===== src/logic/rpt_pkg.sv =====
`default_nettype none
package rpt_pkg;
	// Telegram geometry, byte offsets
	localparam int unsigned TEL_BYTES = 28;
	localparam logic [4:0] TEL_LAST_IDX = 5'h1b;
	localparam int unsigned OFF_ID = 0;
	localparam int unsigned OFF_STAT = 2;
	localparam int unsigned OFF_CMD = 3;
	localparam int unsigned OFF_MAN_ID = 4;
	localparam int unsigned OFF_MAN_UID = 10;
	localparam int unsigned OFF_READ_ID = 18;
	localparam int unsigned OFF_FAULT = 24;
	// Status byte bits toward the controller
	localparam int unsigned ST_RESET_REQ = 0;
	localparam int unsigned ST_READ_ERR = 2;
	localparam int unsigned ST_WAIT_FB = 4;
	localparam int unsigned ST_PARITY = 6;
	localparam logic [7:0] ST_RSV_MASK = 8'haa;
	// Host command byte bits
	localparam int unsigned CMD_RESET = 0;
	localparam int unsigned CMD_READ = 1;
	localparam int unsigned CMD_MATCH = 2;
	localparam int unsigned CMD_NOMATCH = 3;
	// Fill characters
	localparam logic [7:0] ASCII_DASH = 8'h2d;
	localparam logic [7:0] ASCII_X = 8'h78;
	// Network defaults
	localparam logic [15:0] DEF_TCP_PORT = 16'h2715;
	localparam logic [31:0] DEF_IP_ADDR = 32'hc0a80041;
	localparam logic [31:0] DEF_NET_MASK = 32'hffffff00;
	// Buffer entry: last flag above data byte
	localparam int unsigned BUF_W = 9;
	typedef enum logic [4:0] {
		RPT_IDLE = 5'h01,
		RPT_WAIT_TRIG = 5'h02,
		RPT_CAPTURE = 5'h04,
		RPT_ERROR = 5'h08,
		RPT_WAIT_FB = 5'h10
	} rpt_state_t;
endpackage
`default_nettype wire


===== src/logic/rpt_buf_if.sv =====
`timescale 1ns/1ps
`default_nettype none
interface rpt_buf_if;
	import rpt_pkg::*;
	logic in_valid;
	logic in_ready;
	logic [BUF_W-1:0] in_data;
	logic out_valid;
	logic out_ready;
	logic [BUF_W-1:0] out_data;
	modport fill (output in_valid, output in_data, input in_ready,
		input out_valid, input out_data, output out_ready);
	modport store (input in_valid, input in_data, output in_ready,
		output out_valid, output out_data, input out_ready);
endinterface
`default_nettype wire


===== src/logic/rpt_buf2.sv =====
`timescale 1ns/1ps
`default_nettype none
module rpt_buf2 import rpt_pkg::*; (
	// Clock and reset
	input wire logic clk_sys,
	input wire logic resetn,
	// Buffer ports
	rpt_buf_if.store bif
);
	logic [BUF_W-1:0] head_ff;
	logic [BUF_W-1:0] tail_ff;
	logic [1:0] cnt_ff;
	logic push;
	logic pop;

	// Two entries; a full buffer takes no push even while it pops, so a one-cycle hiccup stalls a full-rate framer one cycle
	assign bif.in_ready = (cnt_ff != 2'h2);
	assign bif.out_valid = (cnt_ff != 2'h0);
	assign bif.out_data = head_ff;
	assign push = bif.in_valid && bif.in_ready;
	assign pop = bif.out_valid && bif.out_ready;

	// Fill level
	always_ff @(posedge clk_sys or negedge resetn) begin
		if (!resetn) begin
			cnt_ff <= 2'h0;
		end else if (push && !pop) begin
			cnt_ff <= cnt_ff + 2'h1;
		end else if (pop && !push) begin
			cnt_ff <= cnt_ff - 2'h1;
		end
	end

	// Head word, registered read data
	always_ff @(posedge clk_sys or negedge resetn) begin
		if (!resetn) begin
			head_ff <= '0;
		end else if (pop && cnt_ff == 2'h2) begin
			head_ff <= tail_ff;
		end else if (push && (cnt_ff == 2'h0 || (pop && cnt_ff == 2'h1))) begin
			head_ff <= bif.in_data;
		end
	end

	// Second entry
	always_ff @(posedge clk_sys or negedge resetn) begin
		if (!resetn) begin
			tail_ff <= '0;
		end else if (push && !pop && cnt_ff == 2'h1) begin
			tail_ff <= bif.in_data;
		end
	end
endmodule
`default_nettype wire


===== src/logic/rpt_status_telegram.sv =====
`timescale 1ns/1ps
`default_nettype none
module rpt_status_telegram import rpt_pkg::*; (
	// Clock and reset
	input wire logic CLK_SYS,
	input wire logic RESETN,
	// Received host telegram tail
	input wire logic HOST_VALID,
	input wire logic [15:0] HOST_ID,
	input wire logic [7:0] HOST_CMD,
	// Capture configuration and trigger
	input wire logic CFG_WAIT_TRIGGER,
	input wire logic TRIGGER,
	output logic CAPTURE_REQ,
	// Decoder result
	input wire logic DECODE_DONE,
	input wire logic DECODE_OK,
	input wire logic [47:0] DECODE_ID,
	input wire logic DECODE_PARITY,
	// Manual entry
	input wire logic MANUAL_VALID,
	input wire logic [47:0] MANUAL_ID,
	input wire logic [63:0] MANUAL_UID,
	// Device conditions
	input wire logic RESET_REQUEST,
	input wire logic [31:0] FAULT_CODE,
	output logic ERROR_LED,
	// Network settings
	input wire logic CFG_PORT_WE,
	input wire logic [15:0] CFG_PORT,
	output logic [15:0] LISTEN_PORT,
	output logic [31:0] DEVICE_IP,
	output logic [31:0] NET_MASK,
	// Outgoing byte stream
	output logic TX_VALID,
	output logic [7:0] TX_DATA,
	output logic TX_LAST,
	input wire logic TX_READY
);
	rpt_state_t state_ff;
	rpt_state_t nxt_state;
	logic [15:0] host_id_ff;
	logic [7:0] host_cmd_ff;
	logic err_ff, wait_ff, parity_ff, manual_ff, capture_ff, pend_ff, busy_ff;
	logic [47:0] read_id_ff;
	logic [47:0] man_id_ff;
	logic [63:0] man_uid_ff;
	logic [15:0] port_ff;
	logic [4:0] byte_cnt_ff;
	logic [8*TEL_BYTES-1:0] frame_ff;
	logic [8*TEL_BYTES-1:0] snap;
	logic [7:0] stat_byte;
	logic active, read_req, close_req, start, push, send_evt;
	rpt_buf_if bif ();

	rpt_buf2 u_buf (
		.clk_sys(CLK_SYS),
		.resetn(RESETN),
		.bif(bif.store)
	);

	// Command decode; spare byte is not used by the host
	assign active = (state_ff != RPT_IDLE);
	assign read_req = HOST_VALID && HOST_CMD[CMD_READ];
	assign close_req = HOST_VALID && (HOST_CMD[CMD_RESET] || HOST_CMD[CMD_MATCH]
		|| HOST_CMD[CMD_NOMATCH]);

	// Cycle sequencer; a close outranks every other event
	always_comb begin
		nxt_state = state_ff;
		case (state_ff)
			RPT_IDLE: begin
				if (read_req && !close_req) begin
					nxt_state = CFG_WAIT_TRIGGER ? RPT_WAIT_TRIG : RPT_CAPTURE;
				end
			end
			RPT_WAIT_TRIG: begin
				if (TRIGGER) begin
					nxt_state = RPT_CAPTURE;
				end
			end
			RPT_CAPTURE: begin
				if (DECODE_DONE) begin
					nxt_state = DECODE_OK ? RPT_WAIT_FB : RPT_ERROR;
				end
			end
			RPT_ERROR: begin
				if (MANUAL_VALID) begin
					nxt_state = RPT_WAIT_FB;
				end else if (TRIGGER) begin
					nxt_state = RPT_CAPTURE;
				end
			end
			RPT_WAIT_FB: nxt_state = RPT_WAIT_FB;
			default: nxt_state = RPT_IDLE;
		endcase
		if (close_req) begin
			nxt_state = RPT_IDLE;
		end
	end

	always_ff @(posedge CLK_SYS or negedge RESETN) begin
		if (!RESETN) begin
			state_ff <= RPT_IDLE;
		end else begin
			state_ff <= nxt_state;
		end
	end

	// Capture strobe on every entry into capture
	always_ff @(posedge CLK_SYS or negedge RESETN) begin
		if (!RESETN) begin
			capture_ff <= 1'b0;
		end else begin
			capture_ff <= (nxt_state == RPT_CAPTURE) && (state_ff != RPT_CAPTURE);
		end
	end

	// Host identifier and command mirror
	always_ff @(posedge CLK_SYS or negedge RESETN) begin
		if (!RESETN) begin
			host_id_ff <= 16'h0000;
			host_cmd_ff <= 8'h00;
		end else if (HOST_VALID) begin
			host_id_ff <= HOST_ID;
			host_cmd_ff <= HOST_CMD;
		end
	end

	// Result and status flags; a stray read request touches none of them
	always_ff @(posedge CLK_SYS or negedge RESETN) begin
		if (!RESETN) begin
			err_ff <= 1'b0;
			wait_ff <= 1'b0;
			manual_ff <= 1'b0;
			parity_ff <= 1'b0;
			read_id_ff <= '0;
			man_id_ff <= '0;
			man_uid_ff <= '0;
		end else if (close_req) begin
			err_ff <= 1'b0;
			wait_ff <= 1'b0;
			manual_ff <= 1'b0;
		end else if (state_ff == RPT_CAPTURE && DECODE_DONE) begin
			err_ff <= !DECODE_OK;
			wait_ff <= DECODE_OK;
			if (DECODE_OK) begin
				read_id_ff <= DECODE_ID;
				parity_ff <= DECODE_PARITY;
			end
		end else if (state_ff == RPT_ERROR && MANUAL_VALID) begin
			err_ff <= 1'b0;
			wait_ff <= 1'b1;
			manual_ff <= 1'b1;
			man_id_ff <= MANUAL_ID;
			man_uid_ff <= MANUAL_UID;
		end
	end

	assign ERROR_LED = err_ff;

	// Configurable listening port, fixed address and mask
	always_ff @(posedge CLK_SYS or negedge RESETN) begin
		if (!RESETN) begin
			port_ff <= DEF_TCP_PORT;
		end else if (CFG_PORT_WE) begin
			port_ff <= CFG_PORT;
		end
	end

	assign LISTEN_PORT = port_ff;
	assign DEVICE_IP = DEF_IP_ADDR;
	assign NET_MASK = DEF_NET_MASK;

	// Telegram image; byte k of each field sits at field offset plus k
	always_comb begin
		stat_byte = 8'h00;
		stat_byte[ST_RESET_REQ] = RESET_REQUEST;
		stat_byte[ST_READ_ERR] = err_ff;
		stat_byte[ST_WAIT_FB] = wait_ff;
		stat_byte[ST_PARITY] = parity_ff;
		snap = '0;
		snap[OFF_ID*8 +: 16] = host_id_ff;
		snap[OFF_STAT*8 +: 8] = stat_byte;
		snap[OFF_CMD*8 +: 8] = host_cmd_ff;
		snap[OFF_MAN_ID*8 +: 48] = manual_ff ? man_id_ff : {6{ASCII_DASH}};
		snap[OFF_MAN_UID*8 +: 64] = manual_ff ? man_uid_ff : {8{ASCII_DASH}};
		snap[OFF_READ_ID*8 +: 48] = manual_ff ? {6{ASCII_X}} : read_id_ff;
		snap[OFF_FAULT*8 +: 32] = FAULT_CODE;
	end

	// Send requests: host telegram, result, manual entry; set wins over clear
	assign send_evt = HOST_VALID || (state_ff == RPT_CAPTURE && DECODE_DONE)
		|| (state_ff == RPT_ERROR && MANUAL_VALID);
	assign start = pend_ff && !busy_ff;
	assign push = bif.in_valid && bif.in_ready;

	always_ff @(posedge CLK_SYS or negedge RESETN) begin
		if (!RESETN) begin
			pend_ff <= 1'b0;
		end else begin
			pend_ff <= send_evt || (pend_ff && !start);
		end
	end

	// Framer: snapshot once, then shift bytes out under back-pressure
	always_ff @(posedge CLK_SYS or negedge RESETN) begin
		if (!RESETN) begin
			busy_ff <= 1'b0;
			byte_cnt_ff <= 5'h00;
			frame_ff <= '0;
		end else if (start) begin
			busy_ff <= 1'b1;
			byte_cnt_ff <= 5'h00;
			frame_ff <= snap;
		end else if (push) begin
			busy_ff <= (byte_cnt_ff != TEL_LAST_IDX);
			byte_cnt_ff <= byte_cnt_ff + 5'h01;
			frame_ff <= frame_ff >> 8;
		end
	end

	assign bif.in_valid = busy_ff;
	assign bif.in_data = {byte_cnt_ff == TEL_LAST_IDX, frame_ff[7:0]};
	assign bif.out_ready = TX_READY;
	assign TX_VALID = bif.out_valid;
	assign TX_DATA = bif.out_data[7:0];
	assign TX_LAST = bif.out_data[8];
	assign CAPTURE_REQ = capture_ff;

	// Checks
	property p_len;
		@(posedge CLK_SYS) disable iff (!RESETN)
		start |=> busy_ff ##[27:100] !busy_ff;
	endproperty
	property p_last;
		@(posedge CLK_SYS) disable iff (!RESETN)
		(push && bif.in_data[8]) |-> byte_cnt_ff == TEL_LAST_IDX ##1 !busy_ff;
	endproperty
	a_last: assert property (p_last) else $error("last byte not at index 27");
	property p_id_echo;
		@(posedge CLK_SYS) disable iff (!RESETN)
		start |=> frame_ff[15:0] == $past(host_id_ff);
	endproperty
	a_id_echo: assert property (p_id_echo) else $error("identifier not echoed");
	property p_rsv;
		@(posedge CLK_SYS) disable iff (!RESETN)
		start |=> (frame_ff[OFF_STAT*8 +: 8] & ST_RSV_MASK) == 8'h00
			&& frame_ff[OFF_STAT*8+ST_WAIT_FB] == $past(wait_ff);
	endproperty
	a_rsv: assert property (p_rsv) else $error("status byte wrong");
	property p_cmd_echo;
		@(posedge CLK_SYS) disable iff (!RESETN)
		HOST_VALID ##1 start |=> frame_ff[OFF_CMD*8 +: 8] == $past(HOST_CMD, 2);
	endproperty
	a_cmd_echo: assert property (p_cmd_echo) else $error("command not echoed");
	property p_dash;
		@(posedge CLK_SYS) disable iff (!RESETN)
		(start && !manual_ff) |=> frame_ff[OFF_MAN_ID*8 +: 112] == {14{ASCII_DASH}};
	endproperty
	a_dash: assert property (p_dash) else $error("manual field not dashes");
	property p_xfill;
		@(posedge CLK_SYS) disable iff (!RESETN)
		(start && manual_ff) |=> frame_ff[OFF_READ_ID*8 +: 48] == {6{ASCII_X}};
	endproperty
	a_xfill: assert property (p_xfill) else $error("read id not x after manual");
	property p_ok;
		@(posedge CLK_SYS) disable iff (!RESETN)
		(state_ff == RPT_CAPTURE && DECODE_DONE && DECODE_OK && !close_req)
			|=> wait_ff && pend_ff ##[1:2] busy_ff;
	endproperty
	a_ok: assert property (p_ok) else $error("success not reported");
	property p_fail;
		@(posedge CLK_SYS) disable iff (!RESETN)
		(state_ff == RPT_CAPTURE && DECODE_DONE && !DECODE_OK && !close_req)
			|=> ERROR_LED && state_ff == RPT_ERROR && !wait_ff;
	endproperty
	a_fail: assert property (p_fail) else $error("failure not reported");
	property p_manual;
		@(posedge CLK_SYS) disable iff (!RESETN)
		(state_ff == RPT_ERROR && MANUAL_VALID && !close_req)
			|=> wait_ff && !err_ff && manual_ff;
	endproperty
	a_manual: assert property (p_manual) else $error("manual entry not taken");
	property p_close;
		@(posedge CLK_SYS) disable iff (!RESETN)
		close_req |=> state_ff == RPT_IDLE && !wait_ff && !err_ff;
	endproperty
	a_close: assert property (p_close) else $error("close did not idle");
	property p_ignore;
		@(posedge CLK_SYS) disable iff (!RESETN)
		(read_req && !close_req && state_ff == RPT_WAIT_FB)
			|=> $stable(wait_ff) && $stable(err_ff) && state_ff == RPT_WAIT_FB;
	endproperty
	a_ignore: assert property (p_ignore) else $error("read during cycle acted");
	property p_start;
		@(posedge CLK_SYS) disable iff (!RESETN)
		(state_ff == RPT_IDLE && read_req && !close_req && !CFG_WAIT_TRIGGER)
			|=> state_ff == RPT_CAPTURE && CAPTURE_REQ;
	endproperty
	a_start: assert property (p_start) else $error("read did not capture");
	property p_port;
		@(posedge CLK_SYS) disable iff (!RESETN)
		CFG_PORT_WE |=> LISTEN_PORT == $past(CFG_PORT);
	endproperty
	a_port: assert property (p_port) else $error("port not loaded");
	c_len: cover property (p_len);
	c_ok: cover property (@(posedge CLK_SYS) disable iff (!RESETN)
		state_ff == RPT_CAPTURE ##1 state_ff == RPT_WAIT_FB ##[1:50] state_ff == RPT_IDLE);
	c_manual: cover property (@(posedge CLK_SYS) disable iff (!RESETN)
		state_ff == RPT_ERROR ##1 state_ff == RPT_WAIT_FB);
	c_stall: cover property (@(posedge CLK_SYS) disable iff (!RESETN)
		busy_ff && !bif.in_ready);
endmodule
`default_nettype wire


===== config.mk =====
export PLATFORM = sky130hd
export DESIGN_NAME = rpt_status_telegram
export DESIGN_NICKNAME = d
export VERILOG_FILES = /design/src/logic/rpt_pkg.sv /design/src/logic/rpt_buf_if.sv /design/src/logic/rpt_buf2.sv /design/src/logic/rpt_status_telegram.sv
export SDC_FILE = /design/constraint.sdc
export NUM_CORES = 1
export LEC_CHECK = 0
export BUFFER_PORTS_ARGS = -buffer_cell sky130_fd_sc_hd__buf_2
export CORE_MARGIN = 5
export CORE_UTILIZATION = 34
export DETAILED_ROUTE_END_ITERATION = 16
export PLACE_DENSITY = 0.57
export SYNTH_ARGS = -nofsm -noshare
export SYNTH_HDL_FRONTEND = slang
export SYNTH_SLANG_ARGS = --single-unit

===== constraint.sdc =====
create_clock -name CLK_SYS -period 2.9 [get_ports CLK_SYS]
set_input_delay 0.29 -clock CLK_SYS [delete_from_list [all_inputs] [get_ports CLK_SYS]]
set_output_delay 0.29 -clock CLK_SYS [all_outputs]
set_load 0.02 [all_outputs]

# Yosys cells after proc, flatten, opt, wreduce, memory -nomap -nowiden
# Cells that the tools add are included.
# op_classes
multipliers	0
magnitude_cmp	0
bitwise_logic	2
n_addsub	3
reduce_logical	38
muxes	29
n_shift	0
eq_ne	13
div_mod_pow	0
# ops
operator	n
$mux W224	2
$mux W48	2
$mux W64	1
$mux W5	8
$pmux W5 S5	1
$mux W9	2
$logic_and A1 B1 Y1	16
$eq A5 B3 Y1 const B	2
$eq A5 B5 Y1 const B	2
$mux W1	10
$reduce_bool A2 Y1	5
$logic_not A1 Y1	6
$logic_or A1 B1 Y1	6
$reduce_and A3 Y1	2
$add A5 B1 Y5 const B	1
$eq A5 B1 Y1 const B	1
$eq A5 B2 Y1 const B	1
$eq A5 B4 Y1 const B	1
$ne A5 B3 Y1 const B	1
$ne A5 B5 Y1 const B	1
$mux W2	2
$ne A2 B2 Y1 const B	2
$mux W3	1
$reduce_bool A3 Y1	1
7 further kinds	8
# totals
ff_bits	461
n_memories	0
in_bits	244
latchBits	0
elab_cells	104
out_inout_bits	92
romBits	0
ramBits	0

# Depth between registers and ports, before layout
# logic_depth
word_depth	10
ltp_mapped	10
mapped_depth_nobuf	7

# Cells and area by module
# Synthesis repeated with hierarchy kept, for this count alone.
# hier_totals
cells_unflattened	1668
area_unflattened_um2	19436.1
# modules_own_cells
mod	area_each_um2	seq_area_each_um2	cells_each	instances
rpt_status_telegram	18465.2	11045.6	1596	1
rpt_buf2	970.9	500.5	72	1

# Least setup slack after synthesis
# OpenSTA, ideal clock, no wires.
# synth_timing
path_kind	register to register
start	register u_buf.cnt_ff[0]
end	register u_buf.tail_ff[0]
setup_time_ps	125
path_stages_with_launch	11
t_arrival_ps	2247
required_time_ps	2775
path_buffers	3
setup_slack_ps	529
synth_period_minus_slack_ps	2371
cell_sequence	dfrtp_1 > inv_1 > ha_1 > nand2b_1 > buf_2 > inv_2 > clkbuf_1 > clkbuf_1 > ha_1 > nand2_1 > mux2_2
# synth_between
elab_chain_len	5
elab_cells_between_ends	8
classes_between	2 x eq/ne; 6 x reduce/logical
# synth_lines
element	line_no	source
from (decl)	rpt_buf2.sv:12	logic [1:0] cnt_ff;
from (signal assigned)	rpt_buf2.sv:28	cnt_ff <= cnt_ff + 2'h1;
from (signal assigned)	rpt_buf2.sv:30	cnt_ff <= cnt_ff - 2'h1;
$reduce_bool A2 Y1	rpt_buf2.sv:18	assign bif.out_valid = (cnt_ff != 2'h0);
$logic_and A1 B1 Y1	rpt_buf2.sv:21	assign pop = bif.out_valid && bif.out_ready;
$logic_not A1 Y1	rpt_buf2.sv:49	end else if (push && !pop && cnt_ff == 2'h1) begin
$logic_and A1 B1 Y1	rpt_buf2.sv:49	
$logic_and A1 B1 Y1 (*)	rpt_buf2.sv:49	
to (signal assigned)	rpt_buf2.sv:50	tail_ff <= bif.in_data;
to (decl)	rpt_buf2.sv:11	logic [BUF_W-1:0] tail_ff;
# Mark *: on every way between the ends. The rest lies on a longest branch, timed or not.
# A chain may end at the register's enable or synchronous reset.

# Final worst setup path
# layout_timing
start	input HOST_CMD[3]
end	register read_id_ff[16]
# layout_between
elab_chain_len	4
# layout_lines
element	line_no	source
from (decl)	rpt_status_telegram.sv:10	input wire logic [7:0] HOST_CMD,
$logic_or A1 B1 Y1	rpt_status_telegram.sv:66	|| HOST_CMD[CMD_NOMATCH]);
$logic_and A1 B1 Y1	rpt_status_telegram.sv:65	assign close_req = HOST_VALID && (HOST_CMD[CMD_RESET] || HOST_CMD[CMD_MATCH]
$not A1 Y1 (no source line)	n/a	
$reduce_and A3 Y1 (no source line)	n/a	
to (signal assigned)	rpt_status_telegram.sv:137	read_id_ff <= '0;
to (signal assigned)	rpt_status_telegram.sv:148	read_id_ff <= DECODE_ID;
to (decl)	rpt_status_telegram.sv:45	logic [47:0] read_id_ff;
# Every way passes these cells.

==> results.py <==
metrics = {
    "global_routing": {
        "overflow": 0,
        "grt_antenna_before_repair": 1,
        "grt_pass1_wl_um": 85950,
        "grtUsageTotal_pct": 16.76,
        "grt_max_degree": 87,
        "grt_pass1_vias": 15030,
    },
    "power_and_ir_drop": {
        "report.power.total_w": 0.01900,
        "p_sw_share_pct": 31.01,
        "p_clk_share_pct": 34.3,
        "p_per_area_nw_per_um2": 738.0,
        "leakagePower_nw": 13.00,
        "seqPwrFrac_pct": 44.7,
        "irDropWorstVdd_mv": 0.7370,
        "combPwrFrac_pct": 20.9,
        "p_int_w": 0.01311,
        "p_sw_w": 0.005893,
    },
    "sta": {
        "finalClockSkew_ns": 0.02029,
        "tightest_slew_ns": 0.7922,
        "fin_crit_sh_pct": 80.86,
        "period_needed_ns": 2.345,
        "grt_setup_unrepaired": "false",
        "finalSetupViolCount": 0,
        "finalHoldViolations": 0,
        "slew_headroom_pct": 46.73,
        "max_freq_ghz": 0.4264,
        "tns_ns": 0,
        "finalMaxSlewViolations": 0,
    },
    "placement": {
        "place_congestion": 0.7955,
        "place_hpwl_um": 34470,
        "port_buffers": 271,
    },
    "yosys": {
        "synth.cell_area_sq_um": 19710,
        "ys.flop_type": "dfrtp_1",
        "async_reset_ff_share_pct": 100.0,
        "synth_cell_type_count": 54,
        "synth_most_common_cell": "dfrtp_1",
        "syn_area_per_cell_sq_um": 11.87,
        "synth_top_area_share_pct": 57.51,
        "synth_top_cell_by_area": "dfrtp_1",
        "syn_inst": 1661,
        "synth-seq-cells": 461,
        "synth_edf_count": 0,
        "synth-seq-area-share_pct": 58.58,
        "yosys_warnings": 0,
        "synth_area_leaders": "dfrtp_1 58%, mux2_2 7.9%, mux2_4 6.9%, nand2_1 6.3%, a22oi_1 4.1%",
        "synth_commonest_cells": "453 x dfrtp_1, 332 x nand2_1, 138 x mux2_2, 108 x a22oi_1, 90 x mux2_4",
    },
    "critical_path": {
        "path_max_fanout": 37,
        "required_ns": 3.37,
        "rrSetupSlack_ns": 0.57,
        "critical_path_class": "in2reg",
        "end_kind": "flop",
        "r2r_end": "man_id_ff[9]",
        "r2r_cells": 5,
        "start_kind": "input port",
        "cp.arrival_ns": 2.82,
        "reg2reg_from": "state_ff[4]",
    },
    "die": {
        "initial_core_util_pct": 34.23,
        "io_pins": 336,
        "row_count": 88,
        "die_w_um": 250.8,
        "die_y_um": 250.8,
        "core_sq_um": 57590,
        "die_area_sq_um": 62890,
    },
    "route": {
        "firstDrtPassIters": 5,
        "vias": 14040,
        "viasPerCell": 4.766,
        "routed_wl_um": 53850,
        "drc_errors": 0,
        "first_iter_violations": 881,
        "ant_nets": 0,
        "wl_per_cell_um": 18.28,
    },
    "flow_run": {
        "cap_viol_max_count": 0,
    },
    "hold_path": {
        "hold_path_depth": 4,
        "hold_start": "DECODE_DONE",
        "hold_end": "state_ff[3]",
        "hold_class": "in2reg",
    },
    "clocking": {
        "ctsRootBufferMaster": "clkbuf_16",
        "clk_latency_ns": 0.59,
        "htree_levels": 2,
        "cts_buffers": 52,
        "cts_sinks": 461,
        "cts_setup_buffers": 0,
        "clk_path_buf_depth": 3,
        "cts_resized": 0,
        "cts_tree": "done",
        "path_clk_slew_ns": 0.06,
    },
    "cells_and_area": {
        "fillers": 5248,
        "nets": 2392,
        "drive_gt1_share_pct": 28.70,
        "syn_to_final_growth_pct": 30.65,
        "diodes": 0,
    },
    "status": {
        "outcome": "finished, final reports clean",
    },
}
## state kept, by name (all words and copies together), names as in the netlist
name                cells
u_buf.bif.out_data      9
CAPTURE_REQ             1
man_id_ff              48
read_id_ff             48
u_buf.cnt_ff            2
host_cmd_ff             8
bif.in_valid            1
man_uid_ff             64
manual_ff               1
wait_ff                 1
state_ff                5
ERROR_LED               1
pend_ff                 1
frame_ff              224
u_buf.tail_ff           9
byte_cnt_ff             5
parity_ff               1
LISTEN_PORT            16
host_id_ff             16
## timing repair
| item | in CTS | in global routing |
|---|---|---|
| setup endpoints to repair | 0 | 0 |
| endpoints found under the hold margin | 290 | 0 |
| hold buffers | 238 | 0 |
## per-layer routing
| layer | share of wire [%] | vias to the layer above | track usage [%] |
|---|---|---|---|
| li1 | - | 6605 | - |
| met1 | 44 | 6993 | 22.32 |
| met2 | 49 | 362 | 28.49 |
| met3 | 4.8 | 78 | 2.824 |
| met4 | 2.4 | 2 | 4.662 |
| met5 | 0.024 | - | 0 |
## critical path: stages
cell and delay, ns:
dlygate4sd3_1 0.54, buf_2 0.13, nor3_1 0.34, nand2b_1 0.34
and3b_2 0.47, buf_12 0.29, mux2_2 0.38
## cells in the final DEF (no fill, tap or decap), types with 27 or more instances in the layout
master / count
a31oi_1: 27
clkbuf_16: 52
dfrtp_1: 452
nand3_1: 28
o21ai_0: 29
nand2_1: 331
a21oi_1: 64
buf_2: 270
dlygate4sd3_1: 238
inv_1: 62
nor2_1: 29
mux2_2: 138
conb_1: 64
a221o_1: 56
mux2_4: 90
a22oi_1: 108
## power by group through the flow
stage               combinational (W)  clock, W  sequential [W]
floorplan                     0.00256         0         0.00829
global placement              0.00370         0         0.00861
detailed placement            0.00379         0         0.00862
CTS                           0.00406   0.00673         0.00853
global route                  0.00446   0.00696         0.00864
finish                        0.00398   0.00652         0.00850
## layout make-up
| class | instances | area, sq um | area share (%) |
|---|---|---|---|
| Sequential cell | 461 | 11550 | 44.85 |
| Clock buffer | 79 | 1493 | 5.796 |
| Multi-Input combinational cell | 1026 | 7187 | 27.91 |
| Clock inverter | 13 | 185.2 | 0.7191 |
| Timing Repair Buffer | 539 | 4136 | 16.06 |
| Tap cell | 765 | 957.2 | 3.717 |
| Inverter | 63 | 244.0 | 0.9474 |
## through the flow
stage / util, % / cell area [sq um] / worst slack (ns) / cells / hold slack (ns)
2_1_floorplan: - / 19940 / 0.5286 / 1723 / -0.005591
3_3_place_gp: 37.67 / 21690 / 0.6435 / 2616 / 0.3001
3_5_place_dp: 37.67 / 21690 / 0.5335 / 2616 / 0.2986
4_1_cts: 44.72 / 25750 / 0.5887 / 2946 / 0.01697
5_1_grt: 44.72 / 25750 / 0.4867 / 2946 / 0.07003
6_report: 44.72 / 25750 / 0.5549 / 2946 / 0.05203
## how the worst max path moves through the flow
| stage | cells past startpoint | end | startpoint | slack, ns |
|---|---|---|---|---|
| after floorplan | 10 | u_buf.tail_ff[0] | u_buf.cnt_ff[0] | 0.53 |
| after global placement | 6 | read_id_ff[47] | HOST_CMD[3] | 0.64 |
| after detailed placement | 6 | read_id_ff[16] | HOST_CMD[3] | 0.53 |
| after CTS | 5 | man_id_ff[9] | state_ff[4] | 0.59 |
| after global routing | 5 | man_id_ff[16] | state_ff[4] | 0.49 |
| final | 7 | read_id_ff[16] | HOST_CMD[3] | 0.55 |
## logic make-up (layout without fill, tap and decap cells)
kind of cell	count (synthesis)	count (layout)	share of synthesized area, %
xor+xnor	5	5	0.2222
flops	461	461	58.58
other cells	2	64	0.03810
fa+ha+maj	5	5	0.3174
compound gates	304	304	11.04
simple gates	419	419	8.709
mux	229	229	14.79
buf+inv	236	694	6.309
Power figures use the tool's default switching activity.
